<file path="src/verilog/shift_bit_defs.svh">
/*
 * Constants for the shift/rotate and bit-manipulation datapath.
 * Assumes inclusion by bare name from the package and from shift_bit_unit.
 */
`ifndef SHIFT_BIT_DEFS_SVH
`define SHIFT_BIT_DEFS_SVH

`define DATA_W      32
`define BYTE_W      8
`define BITNO_W     3
`define OPC_W       5
`define SIZE_W      2
`define FLAGS_RESET 1'b0

`endif

</file>
<file path="src/verilog/shift_bit_pkg.sv">
/*
 * Types for the shift/rotate and bit-manipulation datapath.
 * Assumes shift_bit_defs.svh is on the include path.
 */
`include "shift_bit_defs.svh"

package shift_bit_pkg;

    typedef enum logic [4:0] {
        arith_shift_left        = 5'h00,
        arith_shift_right       = 5'h01,
        logic_shift_left        = 5'h02,
        logic_shift_right       = 5'h03,
        rotate_left             = 5'h04,
        rotate_right            = 5'h05,
        rotate_left_thru_carry  = 5'h06,
        rotate_right_thru_carry = 5'h07,
        bit_force_one           = 5'h08,
        bit_force_zero          = 5'h09,
        bit_invert              = 5'h0a,
        bit_probe               = 5'h0b,
        carry_and_bit           = 5'h0c,
        carry_and_inv_bit       = 5'h0d,
        carry_or_bit            = 5'h0e,
        carry_or_inv_bit        = 5'h0f,
        carry_xor_bit           = 5'h10,
        carry_xor_inv_bit       = 5'h11,
        bit_to_carry            = 5'h12,
        inv_bit_to_carry        = 5'h13,
        carry_to_bit            = 5'h14,
        inv_carry_to_bit        = 5'h15
    } op_t;

    typedef enum logic [1:0] {
        size_byte = 2'h0,
        size_word = 2'h1,
        size_long = 2'h2
    } size_t;

    typedef enum logic [1:0] {
        st_idle = 2'b00,
        st_busy = 2'b01,
        st_done = 2'b11
    } state_t;

    // one request from the issue stage
    typedef struct packed {
        op_t                   op;
        size_t                 size;
        logic                  two_pos;
        logic                  bitno_from_reg;
        logic [`BITNO_W-1:0]   bitno_imm;
        logic [`BITNO_W-1:0]   bitno_reg;
        logic [`DATA_W-1:0]    operand;
        logic                  carry_in;
    } req_t;

    // one result back to register file / memory / flags
    typedef struct packed {
        logic [`DATA_W-1:0]    result;
        logic                  write_back;
        logic                  carry;
        logic                  carry_we;
        logic                  zero;
        logic                  zero_we;
        logic                  bad_bitno_src;
    } rsp_t;

endpackage : shift_bit_pkg

</file>
<file path="src/verilog/shift_stage.sv">
/*
 * Single-position shift/rotate stage, sized byte/word/long.
 * Assumes operand bits above the chosen size are ignored by the caller.
 */
`timescale 1ns/1ps
`default_nettype none

module shift_stage (
    input  wire logic [31:0]         din,
    input  wire logic                cin,
    input  wire shift_bit_pkg::op_t  op,
    input  wire shift_bit_pkg::size_t size,
    output logic      [31:0]         dout,
    output logic                     cout
);
    import shift_bit_pkg::*;

    wire       is_left = (op == arith_shift_left) || (op == logic_shift_left)
                      || (op == rotate_left) || (op == rotate_left_thru_carry);
    wire [5:0] msb     = (size == size_byte) ? 6'h07 :
                         (size == size_word) ? 6'h0f : 6'h1f;
    wire       top_bit = din[msb[4:0]];
    wire       low_bit = din[0];
    wire       fill_r  = (op == arith_shift_right) ? top_bit :
                         (op == rotate_right)       ? low_bit :
                         (op == rotate_right_thru_carry) ? cin : 1'b0;
    wire       fill_l  = (op == rotate_left) ? top_bit :
                         (op == rotate_left_thru_carry) ? cin : 1'b0;

    logic [31:0] right_v;
    logic [31:0] left_v;

    always_comb begin
        right_v = din >> 1;
        right_v[msb[4:0]] = fill_r;
        left_v  = {din[30:0], fill_l};
    end

    // last bit out goes to carry
    assign cout = is_left ? top_bit : low_bit;
    assign dout = is_left ? left_v : right_v;

endmodule : shift_stage

`default_nettype wire

</file>
<file path="src/verilog/bit_unit.sv">
/*
 * Byte bit-manipulation and carry-combining logic.
 * Assumes a validated bit number and the current carry flag.
 */
`timescale 1ns/1ps
`default_nettype none

module bit_unit (
    input  wire logic [7:0]          din,
    input  wire logic [2:0]          bitno,
    input  wire logic                cin,
    input  wire shift_bit_pkg::op_t  op,
    output logic      [7:0]          dout,
    output logic                     wr,
    output logic                     cout,
    output logic                     c_we,
    output logic                     zout,
    output logic                     z_we
);
    import shift_bit_pkg::*;

    wire [7:0] mask = 8'h01 << bitno;
    wire       sel  = din[bitno];

    always_comb begin
        dout = din;
        wr   = 1'b0;
        cout = cin;
        c_we = 1'b1;
        zout = 1'b0;
        z_we = 1'b0;
        unique case (op)
            bit_force_one:  begin dout = din | mask;  wr = 1'b1; c_we = 1'b0; end
            bit_force_zero: begin dout = din & ~mask; wr = 1'b1; c_we = 1'b0; end
            bit_invert:     begin dout = din ^ mask;  wr = 1'b1; c_we = 1'b0; end
            bit_probe:      begin zout = ~sel; z_we = 1'b1; c_we = 1'b0; end
            carry_and_bit:     cout = cin & sel;
            carry_and_inv_bit: cout = cin & ~sel;
            carry_or_bit:      cout = cin | sel;
            carry_or_inv_bit:  cout = cin | ~sel;
            carry_xor_bit:     cout = cin ^ sel;
            carry_xor_inv_bit: cout = cin ^ ~sel;
            bit_to_carry:      cout = sel;
            inv_bit_to_carry:  cout = ~sel;
            carry_to_bit: begin
                dout = (din & ~mask) | (cin ? mask : 8'h00);
                wr = 1'b1;
                c_we = 1'b0;
            end
            inv_carry_to_bit: begin
                dout = (din & ~mask) | (cin ? 8'h00 : mask);
                wr = 1'b1;
                c_we = 1'b0;
            end
            default: c_we = 1'b0; // shift codes land here; their outputs go unused
        endcase
    end

endmodule : bit_unit

`default_nettype wire

</file>
<file path="src/verilog/shift_bit_unit.sv">
/*
 * Shift/rotate and single-bit execution datapath, one request per start.
 * Assumes the issue stage holds req stable while start is high and that
 * results are taken on the done pulse.
 */
`timescale 1ns/1ps
`default_nettype none

`include "shift_bit_defs.svh"

// Functional notes
// - arithmetic shifts, B/W/L, one or two
// - logical shifts, B/W/L, one or two
// - plain rotates, B/W/L, one or two
// - rotates through carry, B/W/L, one or two
// - force selected byte bit to one
// - force selected byte bit to zero
// - invert selected byte bit
// - set/clear/invert/test: immediate or register bit
// - carry ANDed with bit
// - carry ANDed with inverted bit
// - carry ORed with bit
// - carry ORed with inverted bit
// - carry XORed with bit
// - carry XORed with inverted bit
// - bit copied into carry
// - inverted bit copied into carry
// - carry stored into selected bit
// - inverted carry stored into bit
// - inverted forms use immediate bit only
module shift_bit_unit (
    input  wire logic                 clock,
    input  wire logic                 nrst,
    input  wire logic                 start,
    input  wire shift_bit_pkg::req_t  req,
    output logic                      busy,
    output logic                      done,
    output shift_bit_pkg::rsp_t       rsp
);
    import shift_bit_pkg::*;

    ////////////////////////////////////////////////////////////////////////
    // decode

    function automatic logic is_shift(input op_t o);
        is_shift = (o <= rotate_right_thru_carry);
    endfunction : is_shift

    function automatic logic imm_only(input op_t o);
        imm_only = (o == carry_and_inv_bit) || (o == carry_or_inv_bit)
                || (o == carry_xor_inv_bit) || (o == inv_bit_to_carry)
                || (o == inv_carry_to_bit);
    endfunction : imm_only

    function automatic logic reg_ok(input op_t o);
        reg_ok = (o == bit_force_one) || (o == bit_force_zero)
              || (o == bit_invert) || (o == bit_probe);
    endfunction : reg_ok

    state_t state_q;
    state_t state_d;
    req_t   req_q;
    rsp_t   rsp_q;
    rsp_t   rsp_d;
    logic   busy_q;
    logic   done_q;
    logic   step_q;

    ////////////////////////////////////////////////////////////////////////
    // datapath

    // register source only where permitted, else immediate
    wire       use_reg  = req_q.bitno_from_reg && reg_ok(req_q.op);
    wire       bad_src  = req_q.bitno_from_reg && imm_only(req_q.op);
    wire [2:0] bitno    = use_reg ? req_q.bitno_reg : req_q.bitno_imm;

    wire [31:0] sh_dout;
    wire        sh_cout;
    wire [7:0]  bu_dout;
    wire        bu_wr;
    wire        bu_cout;
    wire        bu_cwe;
    wire        bu_zout;
    wire        bu_zwe;

    // one position per cycle; two-position ops take two passes
    shift_stage u_shift (
        .din  (rsp_q.result),
        .cin  (rsp_q.carry),
        .op   (req_q.op),
        .size (req_q.size),
        .dout (sh_dout),
        .cout (sh_cout)
    );

    bit_unit u_bit (
        .din   (req_q.operand[7:0]),
        .bitno (bitno),
        .cin   (req_q.carry_in),
        .op    (req_q.op),
        .dout  (bu_dout),
        .wr    (bu_wr),
        .cout  (bu_cout),
        .c_we  (bu_cwe),
        .zout  (bu_zout),
        .z_we  (bu_zwe)
    );

    wire       shifting = is_shift(req_q.op);
    wire       last     = !req_q.two_pos || step_q;
    wire [31:0] bit_res = {req_q.operand[31:8], bu_dout};

    ////////////////////////////////////////////////////////////////////////
    // control

    always_comb begin
        state_d = state_q;
        rsp_d   = rsp_q;
        unique case (state_q)
            st_idle: if (start) begin
                state_d = st_busy;
            end
            st_busy: begin
                if (shifting) begin
                    rsp_d.result     = sh_dout;
                    rsp_d.carry      = sh_cout;
                    rsp_d.carry_we   = 1'b1;
                    rsp_d.write_back = 1'b1;
                    rsp_d.zero_we    = 1'b0;
                    rsp_d.bad_bitno_src = 1'b0;
                    if (last) begin
                        state_d = st_done;
                    end
                end else begin
                    // a refused register source leaves all state alone
                    rsp_d.result     = bit_res;
                    rsp_d.write_back = bu_wr && !bad_src;
                    rsp_d.carry      = bu_cout;
                    rsp_d.carry_we   = bu_cwe && !bad_src;
                    rsp_d.zero       = bu_zout;
                    rsp_d.zero_we    = bu_zwe;
                    rsp_d.bad_bitno_src = bad_src;
                    state_d = st_done;
                end
            end
            st_done: state_d = st_idle;
            default: state_d = st_idle;
        endcase
    end

    always_ff @(posedge clock) begin
        if (!nrst) begin
            state_q <= st_idle;
            req_q   <= '0;
            rsp_q   <= '0;
            busy_q  <= 1'b0;
            done_q  <= 1'b0;
            step_q  <= 1'b0;
        end else begin
            state_q <= state_d;
            busy_q  <= (state_d == st_busy);
            done_q  <= (state_q == st_busy) && (state_d == st_done);
            if (state_q == st_idle && start) begin
                req_q <= req;
                rsp_q <= '{result: req.operand, carry: req.carry_in,
                           default: 1'b0};
                step_q <= 1'b0;
            end else begin
                rsp_q  <= rsp_d;
                step_q <= (state_q == st_busy) ? 1'b1 : step_q;
            end
        end
    end

    assign busy = busy_q;
    assign done = done_q;
    assign rsp  = rsp_q;

    ////////////////////////////////////////////////////////////////////////
    // checks

    wire [7:0] mask_c = 8'h01 << bitno;
    wire       sel_c  = req_q.operand[bitno];

    force_one_a: assert property (@(posedge clock) disable iff (!nrst)
        (state_q == st_busy && req_q.op == bit_force_one && !bad_src)
        |=> (rsp.result[7:0] == ($past(req_q.operand[7:0]) | $past(mask_c)))
            && rsp.write_back && done)
        else $error("bit force one wrong");

    force_zero_a: assert property (@(posedge clock) disable iff (!nrst)
        (state_q == st_busy && req_q.op == bit_force_zero)
        |=> (rsp.result[7:0] & $past(mask_c)) == 8'h00)
        else $error("bit force zero wrong");

    invert_bit_a: assert property (@(posedge clock) disable iff (!nrst)
        (state_q == st_busy && req_q.op == bit_invert)
        |=> (rsp.result[7:0] ^ $past(req_q.operand[7:0])) == $past(mask_c))
        else $error("bit invert wrong");

    probe_zero_a: assert property (@(posedge clock) disable iff (!nrst)
        (state_q == st_busy && req_q.op == bit_probe)
        |=> rsp.zero_we && !rsp.write_back && !rsp.carry_we
            && (rsp.zero == !$past(req_q.operand[bitno])))
        else $error("bit probe zero flag wrong");

    imm_only_a: assert property (@(posedge clock) disable iff (!nrst)
        (state_q == st_busy && imm_only(req_q.op) && req_q.bitno_from_reg)
        |=> !rsp.carry_we && !rsp.write_back && rsp.bad_bitno_src)
        else $error("register bit number accepted");

    carry_and_a: assert property (@(posedge clock) disable iff (!nrst)
        (state_q == st_busy && req_q.op == carry_and_bit)
        |=> rsp.carry == ($past(req_q.carry_in)
                          & $past(req_q.operand[bitno])) && rsp.carry_we)
        else $error("carry and bit wrong");

    store_carry_a: assert property (@(posedge clock) disable iff (!nrst)
        (state_q == st_busy && req_q.op == carry_to_bit)
        |=> rsp.result[$past(bitno)] == $past(req_q.carry_in)
            && !rsp.carry_we)
        else $error("carry to bit wrong");

    two_step_a: assert property (@(posedge clock) disable iff (!nrst)
        (state_q == st_idle && start && is_shift(req.op) && req.two_pos)
        |=> busy ##1 busy ##1 done)
        else $error("two position shift timing wrong");

    one_step_a: assert property (@(posedge clock) disable iff (!nrst)
        (state_q == st_idle && start && !req.two_pos)
        |=> busy ##1 done)
        else $error("single step timing wrong");

    shl_byte_a: assert property (@(posedge clock) disable iff (!nrst)
        (state_q == st_busy && req_q.op == logic_shift_left
         && req_q.size == size_byte && !req_q.two_pos)
        |=> rsp.result[7:0] == {$past(req_q.operand[6:0]), 1'b0}
            && rsp.carry == $past(req_q.operand[7]))
        else $error("byte logical shift left wrong");

    // req_q holds until the next take, so the done cycle may read it
    rot_byte_a: assert property (@(posedge clock) disable iff (!nrst)
        (state_q == st_busy && req_q.op == rotate_right
         && req_q.size == size_byte && !req_q.two_pos)
        |=> rsp.result[7:0] == {req_q.operand[0], req_q.operand[7:1]}
            && rsp.carry == req_q.operand[0])
        else $error("byte rotate right wrong");

    rotx_word_a: assert property (@(posedge clock) disable iff (!nrst)
        (state_q == st_busy && req_q.op == rotate_left_thru_carry
         && req_q.size == size_word && !req_q.two_pos)
        |=> rsp.result[15:0] == {req_q.operand[14:0], req_q.carry_in}
            && rsp.carry == req_q.operand[15])
        else $error("word rotate through carry wrong");

    rotate_left_two_a: assert property (@(posedge clock) disable iff (!nrst)
        (state_q == st_idle && start && req.op == rotate_left
         && req.size == size_long && req.two_pos)
        |=> ##2 rsp.result == {req_q.operand[29:0], req_q.operand[31:30]}
            && rsp.carry == req_q.operand[30])
        else $error("two position rotate wrong");

    rotx_two_a: assert property (@(posedge clock) disable iff (!nrst)
        (state_q == st_idle && start && req.op == rotate_right_thru_carry
         && req.size == size_byte && req.two_pos)
        |=> ##2 rsp.result[7:0] == {req_q.operand[0], req_q.carry_in,
                                    req_q.operand[7:2]}
            && rsp.carry == req_q.operand[1])
        else $error("two position carry rotate wrong");

    clear_we_a: assert property (@(posedge clock) disable iff (!nrst)
        (state_q == st_busy && req_q.op == bit_force_zero)
        |=> rsp.write_back && !rsp.carry_we
            && rsp.result[7:0] == (req_q.operand[7:0] & ~mask_c))
        else $error("bit force zero write wrong");

    and_inv_a: assert property (@(posedge clock) disable iff (!nrst)
        (state_q == st_busy && req_q.op == carry_and_inv_bit && !bad_src)
        |=> rsp.carry_we && rsp.carry == (req_q.carry_in & !sel_c))
        else $error("carry and inverted bit wrong");

    or_bit_a: assert property (@(posedge clock) disable iff (!nrst)
        (state_q == st_busy && req_q.op == carry_or_bit)
        |=> rsp.carry_we && rsp.carry == (req_q.carry_in | sel_c))
        else $error("carry or bit wrong");

    or_inv_a: assert property (@(posedge clock) disable iff (!nrst)
        (state_q == st_busy && req_q.op == carry_or_inv_bit && !bad_src)
        |=> rsp.carry_we && rsp.carry == (req_q.carry_in | !sel_c))
        else $error("carry or inverted bit wrong");

    xor_inv_a: assert property (@(posedge clock) disable iff (!nrst)
        (state_q == st_busy && req_q.op == carry_xor_inv_bit && !bad_src)
        |=> rsp.carry_we && rsp.carry == (req_q.carry_in ^ !sel_c))
        else $error("carry xor inverted bit wrong");

    load_bit_a: assert property (@(posedge clock) disable iff (!nrst)
        (state_q == st_busy && req_q.op == bit_to_carry)
        |=> rsp.carry_we && !rsp.write_back && rsp.carry == sel_c)
        else $error("bit to carry wrong");

    load_inv_a: assert property (@(posedge clock) disable iff (!nrst)
        (state_q == st_busy && req_q.op == inv_bit_to_carry && !bad_src)
        |=> rsp.carry_we && !rsp.write_back && rsp.carry == !sel_c)
        else $error("inverted bit to carry wrong");

    put_inv_a: assert property (@(posedge clock) disable iff (!nrst)
        (state_q == st_busy && req_q.op == inv_carry_to_bit && !bad_src)
        |=> rsp.write_back && !rsp.carry_we
            && rsp.result[bitno] == !req_q.carry_in)
        else $error("inverted carry to bit wrong");

    reg_bit_a: assert property (@(posedge clock) disable iff (!nrst)
        (state_q == st_busy && req_q.op == bit_invert && req_q.bitno_from_reg)
        |=> (rsp.result[7:0] ^ req_q.operand[7:0])
            == (8'h01 << req_q.bitno_reg))
        else $error("register bit number not used");

    keep_top_a: assert property (@(posedge clock) disable iff (!nrst)
        (state_q == st_busy && !shifting)
        |=> rsp.result[31:8] == req_q.operand[31:8]
            && !(rsp.zero_we && rsp.carry_we))
        else $error("bit op touched upper bytes");

    reset_out_a: assert property (@(posedge clock)
        !nrst |=> !busy && !done && rsp == '0)
        else $error("outputs not cleared by reset");

    done_one_a: assert property (@(posedge clock) disable iff (!nrst)
        done |=> !done)
        else $error("done longer than one cycle");

    shift_cv: cover property (@(posedge clock) disable iff (!nrst)
        done && req_q.op == rotate_left_thru_carry && req_q.two_pos);
    bitop_cv: cover property (@(posedge clock) disable iff (!nrst)
        done && req_q.op == bit_force_one && req_q.bitno_from_reg);
    carry_cv: cover property (@(posedge clock) disable iff (!nrst)
        done && req_q.op == carry_xor_inv_bit);
    probe_cv: cover property (@(posedge clock) disable iff (!nrst)
        done && req_q.op == bit_probe && rsp.zero);
    refuse_cv: cover property (@(posedge clock) disable iff (!nrst)
        done && rsp.bad_bitno_src);

endmodule : shift_bit_unit

`default_nettype wire

</file>
<file path="config.mk">
export PLATFORM = sky130hd
export DESIGN_NAME = shift_bit_unit
export DESIGN_NICKNAME = d
export VERILOG_FILES = /design/src/verilog/shift_bit_pkg.sv /design/src/verilog/shift_stage.sv /design/src/verilog/bit_unit.sv /design/src/verilog/shift_bit_unit.sv
export VERILOG_INCLUDE_DIRS = /design/src /design/src/verilog
export SDC_FILE = /design/constraint.sdc
export NUM_CORES = 1
export LEC_CHECK = 0
export BUFFER_PORTS_ARGS = -buffer_cell sky130_fd_sc_hd__buf_2
export CAP_MARGIN = 20
export CORE_ASPECT_RATIO = 0.7
export CORE_MARGIN = 2
export CORE_UTILIZATION = 55
export CTS_BUF_LIST = sky130_fd_sc_hd__clkbuf_4 sky130_fd_sc_hd__clkbuf_8
export DETAILED_ROUTE_END_ITERATION = 10
export GPL_TIMING_DRIVEN = 0
export HOLD_SLACK_MARGIN = 0.15
export PLACE_DENSITY = 0.79
export SYNTH_ARGS = -nofsm -noshare
export SYNTH_HDL_FRONTEND = slang
export SYNTH_SLANG_ARGS = --single-unit
</file>
<file path="constraint.sdc">
create_clock -name clock -period 4.2 [get_ports clock]
set_input_delay 0.84 -clock clock [delete_from_list [all_inputs] [get_ports clock]]
set_output_delay 0.84 -clock clock [all_outputs]
set_load 0.05 [all_outputs]
</file>
## Word level (Yosys, flattened, before mapping)

Cells that the tools add are included.

| word-level totals | value |
|---|---|
| bits in registers | 91 |
| latch bits | 0 |
| RAM bits | 0 |
| memory bits (read-only) | 0 |
| input port bits | 51 |
| logic and storage cells | 125 |
| memories | 0 |

| operators by class | value |
|---|---|
| $add $sub $neg | 0 |
| $mul | 0 |
| divide/modulo/power cells | 0 |
| magnitude comparators | 4 |
| equal/unequal tests | 24 |
| shifts and indexed selects | 1 |
| muxes and demuxes | 34 |
| bitwise gates (word level) | 15 |
| reductions and logical operators | 28 |

Operator list:

| operator | number |
|---|---|
| 38-bit two-way mux | 2 |
| 5-bit by 4-bit equality test with 1-bit output, second input constant | 8 |
| 8-bit case mux with 5 select lines | 1 |
| 35-bit two-way mux | 1 |
| 32-bit bitwise mux | 1 |
| 32-bit two-way mux | 1 |
| 5-bit equality test, second input constant | 6 |
| 8-bit bitwise OR | 3 |
| 5-bit by 3-bit equality test with 1-bit output, second input constant | 4 |
| 8-bit two-way mux | 2 |
| 1-bit two-way mux | 14 |
| 1-bit logical OR | 11 |
| 5-bit two-way mux | 2 |
| 8-bit AND | 1 |
| 2-bit two-way mux | 4 |
| 8-bit inverter | 1 |
| 1-bit case mux with 8 select lines | 1 |
| 8-bit OR reduction | 1 |
| 1-bit by 3-bit << shifter with 8-bit output, first input constant | 1 |
| 8-bit bitwise XOR | 1 |
| 1-bit logical AND | 7 |
| 2-bit by 1-bit equality test with 1-bit output, second input constant | 3 |
| 5-bit by 6-bit less-than comparator with 1-bit output, second input constant | 1 |
| 1-bit binary-select mux with 5-bit select | 1 |
| other kinds (21) | 28 |

## Depth between registers and ports, before layout

| logic depth | value |
|---|---|
| depth in word-level cells | 14 |
| gate-level depth with buffers | 11 |
| mapped depth without buffers | 10 |

## Modules after synthesis

A second synthesis with hierarchy kept.

| second synthesis, totals | value |
|---|---|
| cells, all modules | 676 |
| area total of the unflattened synthesis | 5356.4 sq um |

Modules (own cells, without submodules):

| module | times used | cells each | area an instance (sq um) | seq. area each (sq um) |
|---|---|---|---|---|
| shift_bit_unit | 1 | 424 | 3940.0 | 1821.7 |
| bit_unit | 1 | 131 | 890.9 | 0.0 |
| shift_stage | 1 | 121 | 525.5 | 0.0 |

## Least setup slack after synthesis

OpenSTA, ideal clock, no wires.

| timing path | value |
|---|---|
| path type | reg-to-reg |
| from | register req_q[46] (netlist name) |
| to | register rsp_q, in the netlist rsp[8] |
| setup time | 126 ps |
| data arrival time | 2384 ps |
| required time | 4074 ps |
| setup slack | 1689 ps |
| stages on the path, launching flop included | 12 |
| path buffers | 1 |
| period minus slack after synthesis | 2511 ps |
| path through | dfxtp_1 and4bb_1 buf_6 mux2_2 nor2_1 nand2_1 ha_1 a22oi_1 o21ai_0 a2111oi_0 a31oi_1 o2bb2ai_1 |

| between the ends | value |
|---|---|
| longest elaborated chain between the ends | 14 |
| elaborated cells on any way between the ends | 40 |
| classes of those cells | order compare (1); eq/ne (12); shift (1); mux (12); bitwise (6); reduce/logical (8) |

RTL lines:

| what | RTL line | source |
|---|---|---|
| start, declared | shift_bit_unit.sv:62 | `req_t req_q;` |
| start signal, assigned | shift_bit_unit.sv:164 | `req_q <= req;` |
| 5-bit by 4-bit equality test with 1-bit output | bit_unit.sv:32, shift_bit_unit.sv:56 |  |
| 1-bit logical OR | shift_bit_unit.sv:56 | `reg_ok = (o == bit_force_one) \|\| (o == bit_force_zero)` |
| 1-bit logical OR (2 in a row) | shift_bit_unit.sv:57 | `\|\| (o == bit_invert) \|\| (o == bit_probe);` |
| 1-bit logical AND | shift_bit_unit.sv:73 | `wire use_reg = req_q.bitno_from_reg && reg_ok(req_q.op);` |
| 3-bit two-way mux | shift_bit_unit.sv:75 | `wire [2:0] bitno = use_reg ? req_q.bitno_reg : req_q.bitno_imm;` |
| 1-bit by 3-bit << shifter with 8-bit output | n/a |  |
| 8-bit inverter | bit_unit.sv:34, bit_unit.sv:46, bit_unit.sv:51 |  |
| 8-bit AND | bit_unit.sv:34, bit_unit.sv:46, bit_unit.sv:51 |  |
| 8-bit bitwise OR (on tied branches) | bit_unit.sv:51, bit_unit.sv:46 |  |
| 8-bit case mux with 5 select lines | bit_unit.sv:32 | `unique case (op)` |
| 35-bit two-way mux (*) | shift_bit_unit.sv:124 | `if (shifting) begin` |
| 38-bit two-way mux (*) | shift_bit_unit.sv:119 | `unique case (state_q)` |
| 38-bit two-way mux (*) | shift_bit_unit.sv:163 | `if (state_q == st_idle && start) begin` |
| end signal, assigned | shift_bit_unit.sv:165 | `rsp_q <= '{result: req.operand, carry: req.carry_in,` |
| end signal, assigned | shift_bit_unit.sv:169 | `rsp_q <= rsp_d;` |
| end, declared | shift_bit_unit.sv:63 | `rsp_t rsp_q;` |

Every way passes the cells marked *; elsewhere a longest branch is shown, timed or not. The select of a mux whose other input is x is not followed.
A chain may end at the register's enable or synchronous reset.

## Worst setup path after layout

| timing path | value |
|---|---|
| from | register req_q[46] (netlist name) |
| to | register rsp_q, in the netlist rsp[7] |

The elaborated chain is that of the path after synthesis.

==> results.py <==
metrics = {
    "setup_path": {
        "cp_num_cells": 10,
        "worstSetupStartpointType": "register",
        "cp-end-kind": "register",
        "r2r_end": "rsp[7]",
        "cpPeakStageDelay_ns": 0.81,
        "reg2regPathDepth": 10,
        "critical_path.endpoint": "rsp[7]",
        "crit_fanout": 10,
        "path_cells": "and4bb_1, buf_6, mux2i_1, nand2_1, ha_1, a22oi_1, o21ai_0, a2111oi_0, a31oi_1, o2bb2ai_1",
        "timing.reg2reg.setup_slack_ns": 0.52,
        "critPathTopFamily": "compound AO/OA/AOI/OAI gates",
        "cp-startpoint": "req_q[46]",
        "path_class": "reg -> reg",
        "arrival_ns": 3.92,
        "cp_num_buf_inv": 1,
        "critPathSlowestCell": "mux2i_1",
        "required_ns": 4.44,
        "r2r_start": "req_q[46]",
    },
    "cells_and_area": {
        "fin_cells": 891,
        "drive_gt1_frac": 0.152,
        "diodes": 0,
        "synthToLayoutAreaGrowth_pct": 17.1,
        "final_core_util": 0.669,
        "seq_area_um2": 1820,
        "final_nets": 833,
        "multi_input_area_um2": 2800,
        "n_fill_cell": 780,
    },
    "place": {
        "portBuffers": 90,
        "dp_slack_ns": 0.704,
        "dp_hpwl_um": 11500,
        "dp_cells": 875,
        "place.gp.congestion": 0.969,
    },
    "yosys": {
        "syn_nets": 732,
        "synthArstFlopShare": 0,
        "synth_top_area_cell": "dfxtp_1",
        "avgSynthCellArea_um2": 7.31,
        "yosys.area.top_type_share": 0.375,
        "syn_inst": 665,
        "ys.flop_type": "dfxtp_1",
        "ys_ff_latch": 91,
        "synth_edf_count": 0,
        "syn-cell-area_um2": 4860,
        "yosys_warnings": 0,
        "synth_area_leaders": "dfxtp_1 37%, nand2_1 17%, a21oi_1 6.5%, a22oi_1 4.8%, a31oi_1 4.2%",
        "yosysUniqueCellTypes": 49,
        "yosysSeqAreaShare": 0.375,
    },
    "run": {
        "cap_viol_max_count": 0,
    },
    "floorplan": {
        "std_cell_rows": 28,
        "io_pins": 91,
        "die_width_um": 116,
        "die_area_um2": 9620,
        "core_area_um2": 8510,
        "die_y_um": 82.7,
        "start_util": 0.571,
    },
    "global_route": {
        "grt_use_met3": 0.0730,
        "met1_usage": 0.479,
        "grt_overflow": 0,
        "grt_start_max_net_pins": 16,
        "busiest_layer": "met2",
        "grt_use_met2": 0.492,
        "track_usage": 0.333,
        "grt_pass1_vias": 5014,
        "grt_first_pass_wirelength_um": 24700,
        "antenna_found_initial": 0,
    },
    "clocking": {
        "clock-sinks": 91,
        "cts_made_buffers": 9,
        "post_cts_resized": 0,
        "cts.clk_slew.worst_paths_ns": 0.09,
        "cts_buffer_depth": 2,
        "htree_levels": 3,
        "tritoncts": "built",
        "insertion_delay_ns": 0.38,
        "cts_setup_buffers": 0,
        "postCtsHoldBufs": 0,
        "clockRootBuffer": "clkbuf_8",
    },
    "min_path": {
        "min_path_cells": 2,
        "hold_path.class": "reg -> reg",
    },
    "timing": {
        "hold_viol_final": 0,
        "fin_setup_tns_ns": 0,
        "finalWorstSetupSlack_ns": 0.524,
        "worst_pin_slew_ns": 1.14,
        "skew_ns": 0.0137,
        "period_share": 0.875,
        "fmaxAchievable_mhz": 272,
        "slew_violations": 0,
        "slew_headroom": 0.237,
        "min_period_ns": 3.68,
        "rsz0062_at_grt": "no",
        "setup_violations": 0,
    },
    "routing": {
        "vias": 5411,
        "drc_errors": 0,
        "vias_per_cell": 6.07,
        "ant_nets": 0,
        "first_pass_iters": 6,
        "wl_um": 15500,
        "dr.first_iter.drc_count": 623,
        "wl_per_cell_um": 17.4,
    },
    "power_and_ir_drop": {
        "total_leakage_power_nw": 2.23,
        "p_per_area_nw_per_um2": 388,
        "peakVddDrop_mv": 0.274,
    },
    "outcome": {
        "status": "finished, final reports clean",
    },
}
## layer usage
metal,vias up,part of all wire
met2,323,0.42
li1,2528,-
met1,2526,0.45
met4,0,0.019
met5,-,0
met3,34,0.12
## layout by cell type, fill, tap and decap left out, types with 4 or more instances in the layout
master     instances
a2111oi_0          5
a21oi_1           63
a221oi_1           4
a222oi_1           4
a22oi_1           31
a31oi_1           33
buf_2             90
clkbuf_1          46
clkbuf_8          10
dfxtp_1           91
ha_1              16
inv_1              9
mux2_2             4
mux2i_1           11
nand2_1          224
nand2b_1           9
nor2_1            34
nor2b_1            4
nor3_1             5
o211ai_1           7
o21ai_0           18
o2bb2ai_1          5
## logic make-up after synthesis
kind of cell	synth area share
flip-flops	0.375
AND/OR/NAND/NOR	0.247
multiplexers	0.0319
buffers and inverters	0.0486
XOR/XNOR	0.00360
adder cells (fa/ha/maj)	0.0412
AO/OA/AOI/OAI	0.253
## sequential cells by signal (all words and copies together), names as in the netlist
name and count:
req_q 24, step_q 1, busy 1, state_q 2, done 1, bit_res 24, rsp 38
## metrics by stage
| stage | cell area, µm² | power (W) | hold slack, ns |
|---|---|---|---|
| 2_1_floorplan | 4860 | 0.00136 | 0.432 |
| 3_3_place_gp | 5460 | 0.00152 | 0.440 |
| 3_5_place_dp | 5460 | 0.00153 | 0.447 |
| 4_1_cts | 5690 | 0.00220 | 0.462 |
| 5_1_grt | 5690 | 0.00231 | 0.480 |
| 6_report | 5690 | 0.00221 | 0.457 |
## how the worst min path moves through the flow
stage                startpoint           to  slack, ns
finish                req_q[40]    req_q[40]       0.46
global route        bit_res[29]  bit_res[29]       0.48
CTS                   req_q[40]    req_q[40]       0.46
detailed placement       rsp[1]       rsp[1]       0.45
global placement         rsp[3]       rsp[3]       0.44
floorplan             req_q[40]    req_q[40]       0.43
## cell usage after synthesis, drive strengths merged, types with 2 or more instances
cell and n:
a31oi 33, inv 10, o21ai 18, mux2i 11, a21oi 63, nor3 5, a221oi 4, nand2 224
xor2 2, a21boi 3, o211ai 7, nor2b 4, buf 4, nand4 2, mux2 4, nor2 34
nand3 3, ha 16, a41oi 3, o2111ai 2, a222oi 4, nor4b 3, a221o 2, a211oi 2
dfxtp 91, o221ai 2, nand2b 9, o2bb2ai 5, a22oi 31, a2111oi 5, clkbuf 46
## cell type report
cell class / instances / share of cell area
plain buffers: 50 / 0.0349
clock buffers: 11 / 0.0255
clock inverters: 5 / 0.0149
inverters: 10 / 0.00659
multi-input cells: 514 / 0.493
flip-flops and latches: 91 / 0.320
well taps: 120 / 0.0264
repair buffers: 90 / 0.0791
## power by group
part	internal (W)	switching, W
sequential	0.000924	0.0000625
clock	0.000361	0.000324
combinational	0.000155	0.000384
## worst min-delay path, delay by kind of cell, from the launching register on
| kind | cells | cell delay (ns) |
|---|---|---|
| flops | 1 | 0.31 |
| simple gates | 1 | 0.05 |
| compound gates | 1 | 0.05 |
Note: power is estimated with default switching activity, not from simulation.
